[src/hdl/power_ctrl_pkg.sv]
// Shared constants and types of the power mode and output control block.
// Assumes one core clock and a register write port fed by the serial decoder.
package power_ctrl_pkg;

    // Widths.
    localparam int NUM_CHANNELS = 6;
    localparam int CODE_W = 8;
    localparam int BOOST_W = 4;
    localparam int VOLTS_W = 5;
    localparam int ENABLE_W = 6;
    localparam int STATE_W = 2;
    localparam int ADDR_W = 4;
    localparam int LEVEL_W = 15;
    localparam int COUNT_W = 4;

    // Register indices on the write and read ports.
    localparam logic [ADDR_W-1:0] REG_BOOST_LEVEL = 4'h0;
    localparam logic [ADDR_W-1:0] REG_POWER_STATE = 4'h1;
    localparam logic [ADDR_W-1:0] REG_OUTPUT_ENABLES = 4'h2;
    localparam logic [ADDR_W-1:0] REG_CHANNEL_A_CODE = 4'h3;
    localparam logic [ADDR_W-1:0] REG_CHANNEL_F_CODE = 4'h8;

    // Reset values.
    localparam logic [BOOST_W-1:0] BOOST_LEVEL_RESET = 4'hF;
    localparam logic [ENABLE_W-1:0] OUTPUT_ENABLES_RESET = 6'h00;
    localparam logic [CODE_W-1:0] CHANNEL_CODE_RESET = 8'h00;

    // Power state codes as read and written by software.
    localparam logic [STATE_W-1:0] PSTATE_ACTIVE = 2'h0;
    localparam logic [STATE_W-1:0] PSTATE_STARTUP = 2'h1;
    localparam logic [STATE_W-1:0] PSTATE_LOW_POWER = 2'h2;

    // Boost target: base volts plus one volt per code step.
    localparam logic [VOLTS_W-1:0] BOOST_BASE_VOLTS = 5'h09;

    // Output code scaling.
    localparam logic [CODE_W-1:0] CODE_PULL_DOWN = 8'h00;
    localparam logic [CODE_W-1:0] CODE_MAX_USABLE = 8'h7F;
    localparam logic [LEVEL_W-1:0] OUT_STEP_MV = 15'h00BC;

    // Last startup count before active is entered; startup lasts one cycle longer.
    localparam logic [COUNT_W-1:0] STARTUP_CYCLES = 4'h4;

    typedef enum logic [3:0] {
        ST_SHUTDOWN = 4'b0001,
        ST_STARTUP = 4'b0010,
        ST_ACTIVE = 4'b0100,
        ST_LOW_POWER = 4'b1000
    } power_mode_e;

    typedef enum logic [1:0] {
        OUT_HIGH_Z = 2'h0,
        OUT_PULL_DOWN = 2'h1,
        OUT_DRIVE = 2'h2
    } output_drive_e;

    typedef struct packed {
        logic valid;
        logic [ADDR_W-1:0] addr;
        logic [CODE_W-1:0] data;
    } reg_write_s;

    typedef struct packed {
        output_drive_e drive;
        logic [LEVEL_W-1:0] level_mv;
    } channel_out_s;

endpackage : power_ctrl_pkg

[src/hdl/supply_sync.sv]
// Two-flop synchroniser for supply-presence levels.
// Assumes the inputs are asynchronous to core_clk_in.
`timescale 1ns/1ps
`default_nettype none
module supply_sync #(
    parameter int WIDTH = 2
) (
    // Clock and reset.
    input wire logic core_clk_in,
    input wire logic reset_in,
    // Asynchronous levels and their synchronised copies.
    input wire logic [WIDTH-1:0] level_in,
    output logic [WIDTH-1:0] level_out
);
    logic [WIDTH-1:0] stage_one;

    always_ff @(posedge core_clk_in) begin
        if (reset_in) begin
            stage_one <= '0;
            level_out <= '0;
        end else begin
            stage_one <= level_in;
            level_out <= stage_one;
        end
    end
endmodule : supply_sync
`default_nettype wire

[src/hdl/output_channel.sv]
// One high-voltage output channel: drive mode and target level.
// Assumes active_in is high only while the block is in active mode.
`timescale 1ns/1ps
`default_nettype none
module output_channel
    import power_ctrl_pkg::*;
(
    // Clock and reset.
    input wire logic core_clk_in,
    input wire logic reset_in,
    // Control from the mode machine and the register set.
    input wire logic active_in,
    input wire logic enable_in,
    input wire logic [CODE_W-1:0] code_in,
    // Channel result.
    output channel_out_s channel_out
);
    logic [CODE_W-1:0] usable_code;
    logic [LEVEL_W-1:0] wide_code;
    logic [LEVEL_W-1:0] next_level;
    output_drive_e next_drive;

    // Codes past the last usable step are held at full scale.
    assign usable_code = (code_in > CODE_MAX_USABLE) ? CODE_MAX_USABLE : code_in; // RL3
    assign wide_code = {{(LEVEL_W-CODE_W){1'b0}}, usable_code};
    assign next_level = wide_code * OUT_STEP_MV; // RL3
    assign next_drive = (!active_in || !enable_in) ? OUT_HIGH_Z : // RL9
                        (code_in == CODE_PULL_DOWN) ? OUT_PULL_DOWN : // RL4
                        OUT_DRIVE;

    always_ff @(posedge core_clk_in) begin
        if (reset_in) begin
            channel_out <= '{drive: OUT_HIGH_Z, level_mv: '0};
        end else begin
            channel_out <= '{drive: next_drive, level_mv: next_level};
        end
    end
endmodule : output_channel
`default_nettype wire

[src/hdl/power_mode_and_output_control.sv]
// Mode controller and control registers of a six-output bias chip.
// Assumes a serial decoder on core_clk_in presents register writes and
// reads, and that both supply-presence levels arrive asynchronously.
`timescale 1ns/1ps
`default_nettype none

// Overview of operation
// RL1: Boost target is nine volts plus code.
// RL2: Boost level resets to all ones.
// RL3: Output level is code times 188 mV.
// RL4: Code zero pulls an enabled output down.
// RL5: Shutdown on main supply or low I/O.
// RL6: Startup resets registers, boost on, outputs off.
// RL7: Startup moves to active on its own.
// RL8: Startup command gives full reset, then active.
// RL9: Active outputs follow codes once enabled.
// RL10: Low power leaves only on active command; the code also leaves it on a startup command.
// RL11: Low power: serial on, outputs, boost off.
// RL12: Low power entered from active, keeps registers.
// RL13: I/O rising edge resets serial logic.
// RL14: Power state reads startup, then active.
// RL15: Enables reset to zero, outputs high impedance.
// RL16: Host keeps boost two volts above outputs.
// RL17: Shutdown ignores all register writes.
module power_mode_and_output_control
    import power_ctrl_pkg::*;
(
    // Clock and reset.
    input wire logic core_clk_in,
    input wire logic reset_in,
    // Supply presence, asynchronous.
    input wire logic io_supply_in,
    input wire logic main_supply_in,
    // Register port from the serial decoder.
    input wire reg_write_s reg_write_in,
    input wire logic [ADDR_W-1:0] reg_read_addr_in,
    output logic [CODE_W-1:0] reg_read_data_out,
    // Serial interface control.
    output logic serial_enable_out,
    output logic serial_reset_out,
    // Boost converter control.
    output logic boost_enable_out,
    output logic [VOLTS_W-1:0] boost_target_volts_out,
    // Mode and channel results.
    output logic [STATE_W-1:0] power_state_out,
    output channel_out_s [NUM_CHANNELS-1:0] channels_out
);

    // Synchronised supplies and their edge history.
    logic [1:0] supply_raw;
    logic [1:0] supply_sync_level;
    logic io_supply;
    logic main_supply;
    logic io_supply_prev;
    logic main_supply_prev;
    logic io_rise;
    logic main_rise;

    // Mode machine.
    power_mode_e mode;
    power_mode_e next_mode;
    logic [COUNT_W-1:0] startup_count;
    logic [COUNT_W-1:0] next_startup_count;
    logic startup_done;

    // Register set.
    logic [BOOST_W-1:0] boost_level;
    logic [ENABLE_W-1:0] output_enables;
    logic [CODE_W-1:0] channel_code [NUM_CHANNELS];

    // Write decode.
    logic write_allowed;
    logic write_boost;
    logic write_enables;
    logic write_power;
    logic [STATE_W-1:0] power_command;
    logic cmd_startup;
    logic cmd_active;
    logic cmd_low_power;
    logic [ADDR_W-1:0] channel_index;
    logic channel_hit;
    logic clear_registers;

    // Derived mode levels.
    logic in_shutdown;
    logic in_startup;
    logic in_active;
    logic in_low_power;
    logic [STATE_W-1:0] power_state;
    logic [CODE_W-1:0] next_read_data;

    // Supply synchronisation.
    assign supply_raw = {main_supply_in, io_supply_in};

    supply_sync #(
        .WIDTH(2)
    ) supply_sync_inst (
        .core_clk_in(core_clk_in),
        .reset_in(reset_in),
        .level_in(supply_raw),
        .level_out(supply_sync_level)
    );

    assign io_supply = supply_sync_level[0];
    assign main_supply = supply_sync_level[1];

    // Only a low-to-high move of the I/O supply starts the chip, so a
    // supply that sags without reaching low never restarts it.
    assign io_rise = io_supply && !io_supply_prev; // RL13
    assign main_rise = main_supply && !main_supply_prev; // RL5

    always_ff @(posedge core_clk_in) begin
        if (reset_in) begin
            io_supply_prev <= 1'b0;
            main_supply_prev <= 1'b0;
        end else begin
            io_supply_prev <= io_supply;
            main_supply_prev <= main_supply;
        end
    end

    // Mode levels.
    assign in_shutdown = (mode == ST_SHUTDOWN);
    assign in_startup = (mode == ST_STARTUP);
    assign in_active = (mode == ST_ACTIVE);
    assign in_low_power = (mode == ST_LOW_POWER);
    assign startup_done = (startup_count == STARTUP_CYCLES);

    // Write decode; nothing is taken in shutdown or while startup clears.
    assign write_allowed = reg_write_in.valid && (in_active || in_low_power); // RL17
    assign write_boost = write_allowed && (reg_write_in.addr == REG_BOOST_LEVEL);
    assign write_enables = write_allowed && (reg_write_in.addr == REG_OUTPUT_ENABLES);
    assign write_power = write_allowed && (reg_write_in.addr == REG_POWER_STATE);
    assign power_command = reg_write_in.data[STATE_W-1:0];
    assign cmd_startup = write_power && (power_command == PSTATE_STARTUP); // RL8
    assign cmd_active = write_power && (power_command == PSTATE_ACTIVE); // RL10
    assign cmd_low_power = write_power && (power_command == PSTATE_LOW_POWER); // RL12
    assign channel_hit = write_allowed && (reg_write_in.addr >= REG_CHANNEL_A_CODE)
                         && (reg_write_in.addr <= REG_CHANNEL_F_CODE);
    assign channel_index = reg_write_in.addr - REG_CHANNEL_A_CODE;

    // Registers are lost in shutdown and set to defaults during startup.
    assign clear_registers = in_shutdown || in_startup; // RL5 RL6

    // Mode transitions. A low I/O supply or a fresh main supply wins over
    // everything, including a command written in the same cycle. An I/O rise
    // in that same cycle still starts up, so both supplies up at reset start.
    always_comb begin
        next_mode = mode;
        next_startup_count = startup_count;
        if (!io_supply || (main_rise && !io_rise)) begin
            next_mode = ST_SHUTDOWN; // RL5
            next_startup_count = '0;
        end else begin
            case (mode)
                ST_SHUTDOWN: begin
                    if (io_rise) begin
                        next_mode = ST_STARTUP; // RL6
                        next_startup_count = '0;
                    end
                end
                ST_STARTUP: begin
                    if (startup_done) begin
                        next_mode = ST_ACTIVE; // RL7
                    end else begin
                        next_startup_count = startup_count + 4'h1;
                    end
                end
                ST_ACTIVE: begin
                    if (cmd_startup) begin
                        next_mode = ST_STARTUP; // RL8
                        next_startup_count = '0;
                    end else if (cmd_low_power) begin
                        next_mode = ST_LOW_POWER; // RL12
                    end
                end
                ST_LOW_POWER: begin
                    if (cmd_startup) begin
                        next_mode = ST_STARTUP; // RL8
                        next_startup_count = '0;
                    end else if (cmd_active) begin
                        next_mode = ST_ACTIVE; // RL10
                    end
                end
                default: begin
                    next_mode = ST_SHUTDOWN;
                    next_startup_count = '0;
                end
            endcase
        end
    end

    always_ff @(posedge core_clk_in) begin
        if (reset_in) begin
            mode <= ST_SHUTDOWN;
            startup_count <= '0;
        end else begin
            mode <= next_mode;
            startup_count <= next_startup_count;
        end
    end

    // Boost level and output enables.
    always_ff @(posedge core_clk_in) begin
        if (reset_in || clear_registers) begin
            boost_level <= BOOST_LEVEL_RESET; // RL2
            output_enables <= OUTPUT_ENABLES_RESET; // RL15
        end else begin
            if (write_boost) begin
                boost_level <= reg_write_in.data[BOOST_W-1:0];
            end
            if (write_enables) begin
                output_enables <= reg_write_in.data[ENABLE_W-1:0];
            end
        end
    end

    // Channel code registers, one per output, held through low power.
    genvar ch;
    generate
        for (ch = 0; ch < NUM_CHANNELS; ch++) begin : gen_code
            always_ff @(posedge core_clk_in) begin
                if (reset_in || clear_registers) begin
                    channel_code[ch] <= CHANNEL_CODE_RESET; // RL15
                end else if (channel_hit && (channel_index == ADDR_W'(ch))) begin
                    channel_code[ch] <= reg_write_in.data; // RL9 RL12
                end
            end

            output_channel output_channel_inst (
                .core_clk_in(core_clk_in),
                .reset_in(reset_in),
                .active_in(in_active), // RL6 RL11
                .enable_in(output_enables[ch]), // RL9
                .code_in(channel_code[ch]),
                .channel_out(channels_out[ch])
            );
        end
    endgenerate

    // Power state field as software sees it.
    always_comb begin
        case (mode)
            ST_STARTUP: power_state = PSTATE_STARTUP; // RL14
            ST_LOW_POWER: power_state = PSTATE_LOW_POWER;
            ST_ACTIVE: power_state = PSTATE_ACTIVE; // RL14
            default: power_state = PSTATE_ACTIVE;
        endcase
    end

    // Register read mux; unmapped indices and shutdown read as zero.
    always_comb begin
        next_read_data = '0;
        if (!in_shutdown) begin
            if (reg_read_addr_in == REG_BOOST_LEVEL) begin
                next_read_data = {{(CODE_W-BOOST_W){1'b0}}, boost_level};
            end else if (reg_read_addr_in == REG_POWER_STATE) begin
                next_read_data = {{(CODE_W-STATE_W){1'b0}}, power_state};
            end else if (reg_read_addr_in == REG_OUTPUT_ENABLES) begin
                next_read_data = {{(CODE_W-ENABLE_W){1'b0}}, output_enables};
            end else if ((reg_read_addr_in >= REG_CHANNEL_A_CODE)
                         && (reg_read_addr_in <= REG_CHANNEL_F_CODE)) begin
                for (int i = 0; i < NUM_CHANNELS; i++) begin
                    if (reg_read_addr_in == (REG_CHANNEL_A_CODE + i[ADDR_W-1:0])) begin
                        next_read_data = channel_code[i];
                    end
                end
            end
        end
    end

    // Outputs. The serial logic is held in reset through shutdown and
    // startup, which covers both the supply event and the soft reset.
    always_ff @(posedge core_clk_in) begin
        if (reset_in) begin
            reg_read_data_out <= '0;
            serial_enable_out <= 1'b0;
            serial_reset_out <= 1'b1;
            boost_enable_out <= 1'b0;
            boost_target_volts_out <= BOOST_BASE_VOLTS + {1'b0, BOOST_LEVEL_RESET};
            power_state_out <= PSTATE_ACTIVE;
        end else begin
            reg_read_data_out <= next_read_data;
            serial_enable_out <= !in_shutdown; // RL6 RL11
            serial_reset_out <= in_shutdown || in_startup; // RL13
            boost_enable_out <= in_startup || in_active; // RL6 RL11
            boost_target_volts_out <= BOOST_BASE_VOLTS + {1'b0, boost_level}; // RL1
            power_state_out <= power_state; // RL14
        end
    end

endmodule : power_mode_and_output_control
`default_nettype wire

[config.mk]
export PLATFORM = sky130hd
export DESIGN_NAME = power_mode_and_output_control
export DESIGN_NICKNAME = d
export VERILOG_FILES = /design/src/hdl/power_ctrl_pkg.sv /design/src/hdl/supply_sync.sv /design/src/hdl/output_channel.sv /design/src/hdl/power_mode_and_output_control.sv
export SDC_FILE = /design/constraint.sdc
export NUM_CORES = 1
export LEC_CHECK = 0
export ABC_AREA = 1
export BUFFER_PORTS_ARGS = -buffer_cell sky130_fd_sc_hd__buf_4
export CORE_MARGIN = 3
export CORE_UTILIZATION = 30
export DETAILED_ROUTE_END_ITERATION = 6
export SYNTH_ARGS = -nofsm -noshare
export SYNTH_HDL_FRONTEND = slang
export SYNTH_HIERARCHICAL = 1
export SYNTH_SLANG_ARGS = --single-unit
[constraint.sdc]
create_clock -name core_clk_in -period 5.3 [get_ports core_clk_in]
set_input_delay 1.06 -clock core_clk_in [delete_from_list [all_inputs] [get_ports core_clk_in]]
set_output_delay 1.06 -clock core_clk_in [all_outputs]
set_load 0.005 [all_outputs]
Yosys cells after proc, flatten, opt, wreduce, memory -nomap -nowiden --
Memory sizes are Yosys's and may differ from the RTL's. Cells that the tools add are included.
Word-level totals: bits in latches 0, register bits after elaboration 144, output and inout bits 120, memory bits (writable) 48, memories kept 1, memory bits (read-only) 0, input port bits 21
Operators by class: shift-type cells 0, multiplexer cells 60, add/sub/neg operators 3, bitwise logic cells 7, $mul 6, reduce and logical (&&, ||, !) cells 65, divide/modulo/power cells 0, eq/ne operators 28, order comparisons 10
Memory list:
- channel_code | depth 6, width 8, rd ports 6, clocked after Yosys merged registers in 0, wr ports 6, RTL line power_mode_and_output_control.sv:69 | logic [CODE_W-1:0] channel_code [NUM_CHANNELS];
Operators with widths (number):
- $mux 8 | 18
- $mul 8x6->13 const B | 6
- $gt 8x7->1 const B | 6
- $logic_not 8->1 | 6
- $mux 4 | 11
- $eq 4x3->1 const B | 8
- $eq 4x2->1 const B | 6
- $mux 1 | 20
- $logic_and 1x1->1 | 19
- $reduce_or 2->1 | 9
- $eq 4x1->1 const B | 4
- $pmux 4 s4 | 1
- $logic_not 1->1 | 12
- $logic_not 4->1 | 3
- $mux 2 | 6
- $mux 6 | 2
- $pmux 4 s3 | 1
- $logic_or 1x1->1 | 11
- $eq 4x4->1 const B | 2
- $ge 4x2->1 const B | 2
- $le 4x4->1 const B | 2
- $ne 2x2->1 const B | 3
- $ne 3x3->1 const B | 2
- $or 1x1->1 | 6
- other kinds (13) | 13

Longest topological paths before layout --
Gate-level depths: netlist of the first run.
depth after elaboration 11, gate-level depth with buffers 21, mapped depth without buffers 21

Cells and area by module --
Netlist of the first run, hierarchy kept.
Modules (own cells, without submodules):
- output_channel at gen_code[0].output_channel_inst ... | area each 1622.8 um^2, cells each 214, instances 3
- power_mode_and_output_control | area each 3940.0 um^2, cells each 463, instances 1
- output_channel at gen_code[4].output_channel_inst | area each 1629.1 um^2, cells each 216, instances 1
- output_channel at gen_code[5].output_channel_inst | area each 1621.6 um^2, cells each 218, instances 1
- output_channel at gen_code[3].output_channel_inst | area each 1601.5 um^2, cells each 216, instances 1
- supply_sync | area each 110.1 um^2, cells each 12, instances 1

Worst setup path before layout of the first run --
Ideal clock, no wire load.
path kind register to register, start memory channel_code[3][7], end register gen_code[3].output_channel_inst/channel_out[10] (netlist bit), cell stages (with the launch flop) 17, arrival time 3.294 ns, period minus slack after synthesis 3.407 ns, data required time 5.187 ns, setup time 0.113 ns, setup slack 1.893 ns, path buffers 0, path through edfxtp_1 > nor2_1 > inv_1 > fa_1 > inv_1 > fa_1 > fa_1 > inv_1 > ha_1 > nand2_1 > inv_1 > nand2_1 > nand2_1 > a21oi_1 > nand2_1 > nand2_1 > nor2_1
RTL lines:
- start, declared | RTL line power_mode_and_output_control.sv:69
- end signal, assigned | RTL line output_channel.sv:33 | channel_out <= '{drive: OUT_HIGH_Z, level_mv: '0};
- end signal, assigned | RTL line output_channel.sv:35 | channel_out <= '{drive: next_drive, level_mv: next_level};
- end, declared | RTL line output_channel.sv:16 | output channel_out_s channel_out

==> results of run 1 <==
[cells by family after synthesis]
logic type	after synthesis
AO/OA/AOI/OAI	163
XOR/XNOR	9
adder cells (fa/ha/maj)	255
buffers and inverters	457
flip-flops	180
other	12
AND/OR/NAND/NOR	691
[path summary, 6_finish.rpt]
path | start | endpoint | slack, ns | depth (start not counted)
worst min-delay path | supply_sync_inst/stage_one[0] | supply_sync_inst/level_out[0] | 0.40 | 2
worst min register to register | supply_sync_inst/stage_one[0] | supply_sync_inst/level_out[0] | 0.40 | 2
worst max register to register | channel_code[5][7] | gen_code[5].output_channel_inst/channel_out[13] | 1.64 | 13
worst max-delay path | channel_code[5][7] | gen_code[5].output_channel_inst/channel_out[13] | 1.64 | 13
[cell usage after synthesis (4+ instances only)]
| library cell | n | area (sq um) |
|---|---|---|
| nand3b_1 | 7 | 52.6 |
| nand3_2 | 4 | 40.0 |
| edfxtp_1 | 48 | 1440 |
| nand2_2 | 14 | 87.6 |
| nand4_1 | 16 | 100 |
| nand3_1 | 75 | 375 |
| nand2_1 | 276 | 1040 |
| a21oi_1 | 97 | 485 |
| fa_1 | 90 | 1800 |
| inv_1 | 421 | 1580 |
| conb_1 | 12 | 45.0 |
| buf_4 | 13 | 97.6 |
| nor2_2 | 15 | 93.8 |
| o21ai_0 | 36 | 180 |
| or2_2 | 22 | 138 |
| dfxtp_1 | 132 | 2640 |
| nor2_1 | 238 | 893 |
| inv_2 | 16 | 60.1 |
| o21a_1 | 7 | 52.6 |
| ha_1 | 165 | 2060 |
| o21ai_1 | 6 | 30.0 |
| xnor2_1 | 6 | 52.6 |
| o21bai_1 | 6 | 45.0 |
[area by class of cell]
| cell class | instances | area [sq um] | area share [%] |
|---|---|---|---|
| flip-flops and latches | 180 | 4080 | 25.4 |
| well taps | 592 | 741 | 4.61 |
| repair buffers | 128 | 961 | 5.98 |
| inverters | 440 | 1650 | 10.3 |
| multi-input cells | 1154 | 8010 | 49.9 |
| clock buffers | 19 | 475 | 2.96 |
| clock inverters | 13 | 139 | 0.865 |
[stage by stage]
stage                     utilization [%]  cells  instance area (sq um)  setup WS (ns)
after floorplan                         -   1791                  13900           1.89
after global placement               34.5   2494                  15400           1.65
after detailed placement             34.5   2494                  15400           1.61
after CTS                            35.8   2526                  16100           1.60
after global routing                 35.8   2526                  16100           1.36
final                                35.8   2526                  16100           1.64
[per-layer routing]
layer	wire, microns	vias up	share of wire (%)
met2	15100	224	47
met3	1710	32	5.3
met4	610	0	1.9
met5	0	-	0
li1	-	5671	-
met1	14900	5078	46
[critical path, delay by kind of cell (launching register included)]
family,cells,cell delay (ns)
adders and majority gates,4,1.92
buffers and inverters,3,0.25
AOI/OAI and AO/OA,1,0.17
DFF,1,0.49
and+or+nand+nor,5,0.71
[flip-flops by register name, summed over array words and instances (netlist names)]
name / flops
boost_enable_out: 1
boost_level: 4
boost_target_volts_out: 5
channel_code: 48
gen_code.output_channel_inst/channel_out: 90
io_supply_prev: 1
main_supply_prev: 1
mode: 4
output_enables: 6
power_state_out: 2
reg_read_data_out: 8
serial_enable_out: 1
serial_reset_out: 1
startup_count: 4
supply_sync_inst/level_out: 2
supply_sync_inst/stage_one: 2
[power groups by stage]
stage          combinational [uW]  clock [uW]  sequential (uW)
3_5_place_dp                  489           0             1490
2_1_floorplan                 323           0             1490
5_1_grt                       564        1430             1460
6_report                      483        1330             1460
3_3_place_gp                  479           0             1490
4_1_cts                       493        1390             1460
==> impl_metrics.ini, run 1 <==
[synth]
synthCells = 1767
synth.area.mux_share_pct = 0
synth_compound_area_share_pct = 6.38
synth_warnings = 6
synthFlopType = dfxtp_1
syn_area_sq_mm = 0.0138
synth_xor_area_share_pct = 0.572
yosys.area_share.simple_pct = 22.1
synth_edf_count = 48
synth_area_per_cell_sq_um = 7.79
ys_async_sr_fraction_pct = 0
yosysUniqueCellTypes = 45
synth_top_family_by_area = adder cells
ys_seq_area_share_pct = 29.7
yosys_register_bits = 180
synth_fa_ha_area_share_pct = 28.1

[placed_design]
portBuffers = 128
dp_hpwl_microns = 26400
gp_congestion = 0.857

[routing]
firstDrtPassIters = 6
via_count = 11005
final_antenna_net_count = 0
vias_per_cell = 4.36
wire_per_inst_microns = 12.8
drc_errors = 0
drtIter0Drc = 529
drt-total-wl_microns = 32300

[finish]
drive_gt1_share_pct = 12.8
antennaDiodeCount = 0
fillers = 4676
fin_nets = 2197
final_common_cell = inv_1
area_growth_syn_to_layout_pct = 16.6
layout_common_cells = 421 x inv_1, 276 x nand2_1, 238 x nor2_1

[timing]
drv_slew = 0
fmax_mhz = 273
fin_tns_setup_ns = 0
final-setup-viol-count = 0
finalCritPeriodShare_pct = 69.1
worst_pin_slew_ns = 0.748
fin_skew_ns = 0.0111
holdWs_ns = 0.403
period_minus_slack_ns = 3.66
final_hold_viol_count = 0
relSlewSlack_pct = 50.0
rsz0062_at_grt = no

[setup_path]
critical_path.max_fanout = 6
crit_chain = nor2_1, inv_1, fa_1, inv_1, fa_1, fa_1, inv_1, ha_1, nand3b_1, nand2_1, nand3_1, a21oi_1, nor2_1
cpMaxStageDelayCell = fa_1
start_kind = flip-flop
worstPathRequired_ns = 5.67
cp.arrival_ns = 4.04
end_kind = flip-flop
critPathMaxStageDelay_ns = 0.55
crit_type = flip-flop to flip-flop

[global_route]
grt_pass1_wl_microns = 52400
grt_use_met2_pct = 22.9
grt_overflow = 0
use_met1_pct = 17.6
grt_pass1_vias = 10880
met3_usage_pct = 3.36
busiest_layer = met2
grt_max_degree = 52
antenna_found_initial = 0
track_usage_pct = 13.8

[hold_path]
hp-class = flip-flop to flip-flop

[clocking]
cts_resized = 0
clockBufferDepth = 2
holdBufCountCts = 0
cts-root-buf = clkbuf_16
clk_latency_ns = 0.49
cts.htree.levels = 4
clkSlewWorstSetupHoldPaths_ns = 0.07
cts_tree = done
post_cts_buffers = 0
numCtsBuffers = 17
cts.sinks = 180

[die]
rows = 77
coreArea_sq_mm = 0.0448
die_w_microns = 220
die_h_microns = 220
ios = 141
dieArea_sq_mm = 0.0485
start_util_pct = 30.7

[run]
max-cap-violations = 0

[power]
switchingPower_uw = 953
power_density_mw_per_mm2 = 204
p_seq_share_pct = 44.6
p_comb_share_pct = 14.8
power_uw = 3270
pwr-share-clk_pct = 40.6
internal_power_uw = 2320
swShare_pct = 29.1
vdd.ir_drop.worst_mv = 0.191
leakagePower_uw = 0.00909

[status]
status = finished clean
Note: power is estimated with default switching activity, not from simulation.
==> run 2, diff against run 1 <==
Clock period 5.3 ns to 3.3 ns, I/O delays scaled along.
==> impl_metrics.ini, run 2 (synthesized netlist as in run 1, its figures left out) <==
[die]
ios = 141
dieArea_sq_mm = 0.0485
coreArea_sq_mm = 0.0448
start_util_pct = 30.7
rows = 77
die_h_microns = 220
die_w_microns = 220

[run]
max-cap-violations = 0

[finish]
area_growth_syn_to_layout_pct = 38.4
largestRegisters = gen_code.output_channel_inst/channel_out (90), channel_code (48), reg_read_data_out (8)
fin_nets = 2385
final_common_cell = inv_1
stdcell_area_sq_mm = 0.0191
largest_register_ffs = 90
drive_gt1_share_pct = 35.2
top_register = gen_code.output_channel_inst/channel_out
layout_common_cells = 359 x inv_1, 291 x buf_4, 229 x nand2_1

[setup_path]
end_kind = flip-flop
crit_type = flip-flop to flip-flop
reg2regPathDepth = 17
critical_path.max_fanout = 5
r2r_start = channel_code[1][7]
critPathMaxStageDelay_ns = 0.50
rr_endpoint = gen_code[1].output_channel_inst/channel_out[11]
cpMaxStageDelayCell = edfxtp_1
r2r_setup_slack_ns = -0.09
worstPathRequired_ns = 3.71
crit_top_cell = inv_2
cp.arrival_ns = 3.80
crit_chain = buf_6, nor2_4, inv_2, or2_1, inv_2, nor2_2, ha_1, ha_1, inv_2, fa_2, fa_2, nand3b_1, nand2_2, nand2_2, nand3_2, nand2_1, nor2_1
start_kind = flip-flop

[timing]
rsz0062_at_grt = yes
finalCritPeriodShare_pct = 103
fin_skew_ns = 0.0157
relSlewSlack_pct = 56.8
fin_ws_ns = -0.0945
fin_tns_setup_ns = -0.468
period_minus_slack_ns = 3.39
worst_pin_slew_ns = 0.646
final-setup-viol-count = 16
drv_slew = 0
fmax_mhz = 295
final_hold_viol_count = 0

[global_route]
grt_overflow = 0
grt_pass1_wl_microns = 56800
grt_max_degree = 28
grt_pass1_vias = 11609
track_usage_pct = 14.8
antenna_found_initial = 4

[clocking]
clkSlewWorstSetupHoldPaths_ns = 0.08
cts_tree = done
holdBufCountCts = 0
clk_latency_ns = 0.49
cts.sinks = 180
cts.htree.levels = 4
numCtsBuffers = 17
clockBufferDepth = 2
cts-root-buf = clkbuf_16

[hold_path]
hold_end = supply_sync_inst/stage_one[1]
hp-class = primary input to flip-flop
hold-path-cell-count = 3
hold_start = main_supply_in

[power]
vdd.ir_drop.worst_mv = 0.325
leakagePower_uw = 0.0101
power_density_mw_per_mm2 = 292

[routing]
drtIter0Drc = 472
via_count = 11900
final_antenna_net_count = 0
vias_per_cell = 4.38
drc_errors = 0
drt-total-wl_microns = 36200
wire_per_inst_microns = 13.3
firstDrtPassIters = 5

[status]
violations = negative setup slack
status = finished, violations left

[placed_design]
post_dp_cell_area_sq_mm = 0.0166
dp_hpwl_microns = 27400
gp_congestion = 0.861
portBuffers = 128
-- run 2: changes by cell type in the layout (fill, tap and decap cells not counted), moves of 26 or more --
cell,change
a21oi_1,-47
a21oi_2,+40
buf_4,+163
ha_1,-53
ha_4,+49
inv_1,-62
inv_2,+60
nand2_1,-47
nand2_2,+38
nand3_1,-29
nand3_2,+26
nor2_1,-50
nor2_2,+30
-- run 2: what timing repair did --
item,CTS,global route
setup endpoints to repair,39,45
buffers inserted,13,23
pin swaps,81,177
gates resized for setup,150,246
-- run 2: how the worst max path moves through the flow --
stage	endpoint	depth (start not counted)	slack, ns	startpoint
after floorplan	gen_code[3].output_channel_inst/channel_out[10]	16	-0.03	channel_code[3][7]
after global placement	gen_code[2].output_channel_inst/channel_out[13]	14	-0.11	channel_code[2][7]
after detailed placement	gen_code[2].output_channel_inst/channel_out[13]	14	-0.23	channel_code[2][7]
after CTS	gen_code[4].output_channel_inst/channel_out[13]	14	-0.02	channel_code[4][7]
after global routing	gen_code[5].output_channel_inst/channel_out[12]	18	-0.22	channel_code[5][7]
final	gen_code[1].output_channel_inst/channel_out[11]	17	-0.09	channel_code[1][7]
-- run 2: final cells by class --
cell class                 count  area (sq um)
antenna                        1          2.50
clock buffer                  18           429
clock inverter                14           159
fill                        4408         25700
inverter                     440          1660
multi-input combinational   1154          9510
sequential                   180          4080
tap                          592           741
timing repair buffer         316          2470
-- run 2: routing by layer --
layer / wire length (microns) / share of wire, % / GRT usage, % / vias up
li1: - / - / - / 6060
met1: 16000 / 44 / 18.7 / 5602
met2: 17600 / 48 / 24.8 / 193
met3: 2000 / 5.5 / 4.22 / 39
met4: 629 / 1.7 / 4.31 / 6
met5: 34 / 0.094 / 0 / -
-- run 2: power by group --
group | internal [uW] | switching [uW]
Combinational | 500 | 609
Clock | 1080 | 1030
Sequential | 2320 | 24.2
-- run 2: worst max-delay path, delay by kind of cell, from the launching register on --
family,cells,cell delay [ns]
adders and majority gates,4,1.46
buffers and inverters,4,0.32
DFF,1,0.50
and+or+nand+nor,9,1.03
-- run 2: metrics by stage --
step	total power (uW)	hold WS [ns]	std cells	setup slack, ns	utilization (%)
2_1_floorplan	2920	0.388	1791	-0.0313	-
3_3_place_gp	3260	0.390	2647	-0.108	37.2
3_5_place_dp	3270	0.394	2647	-0.231	37.2
4_1_cts	5530	0.335	2691	-0.0189	40.3
5_1_grt	5880	0.362	2715	-0.225	42.5
6_report	5560	0.371	2715	-0.0945	42.5
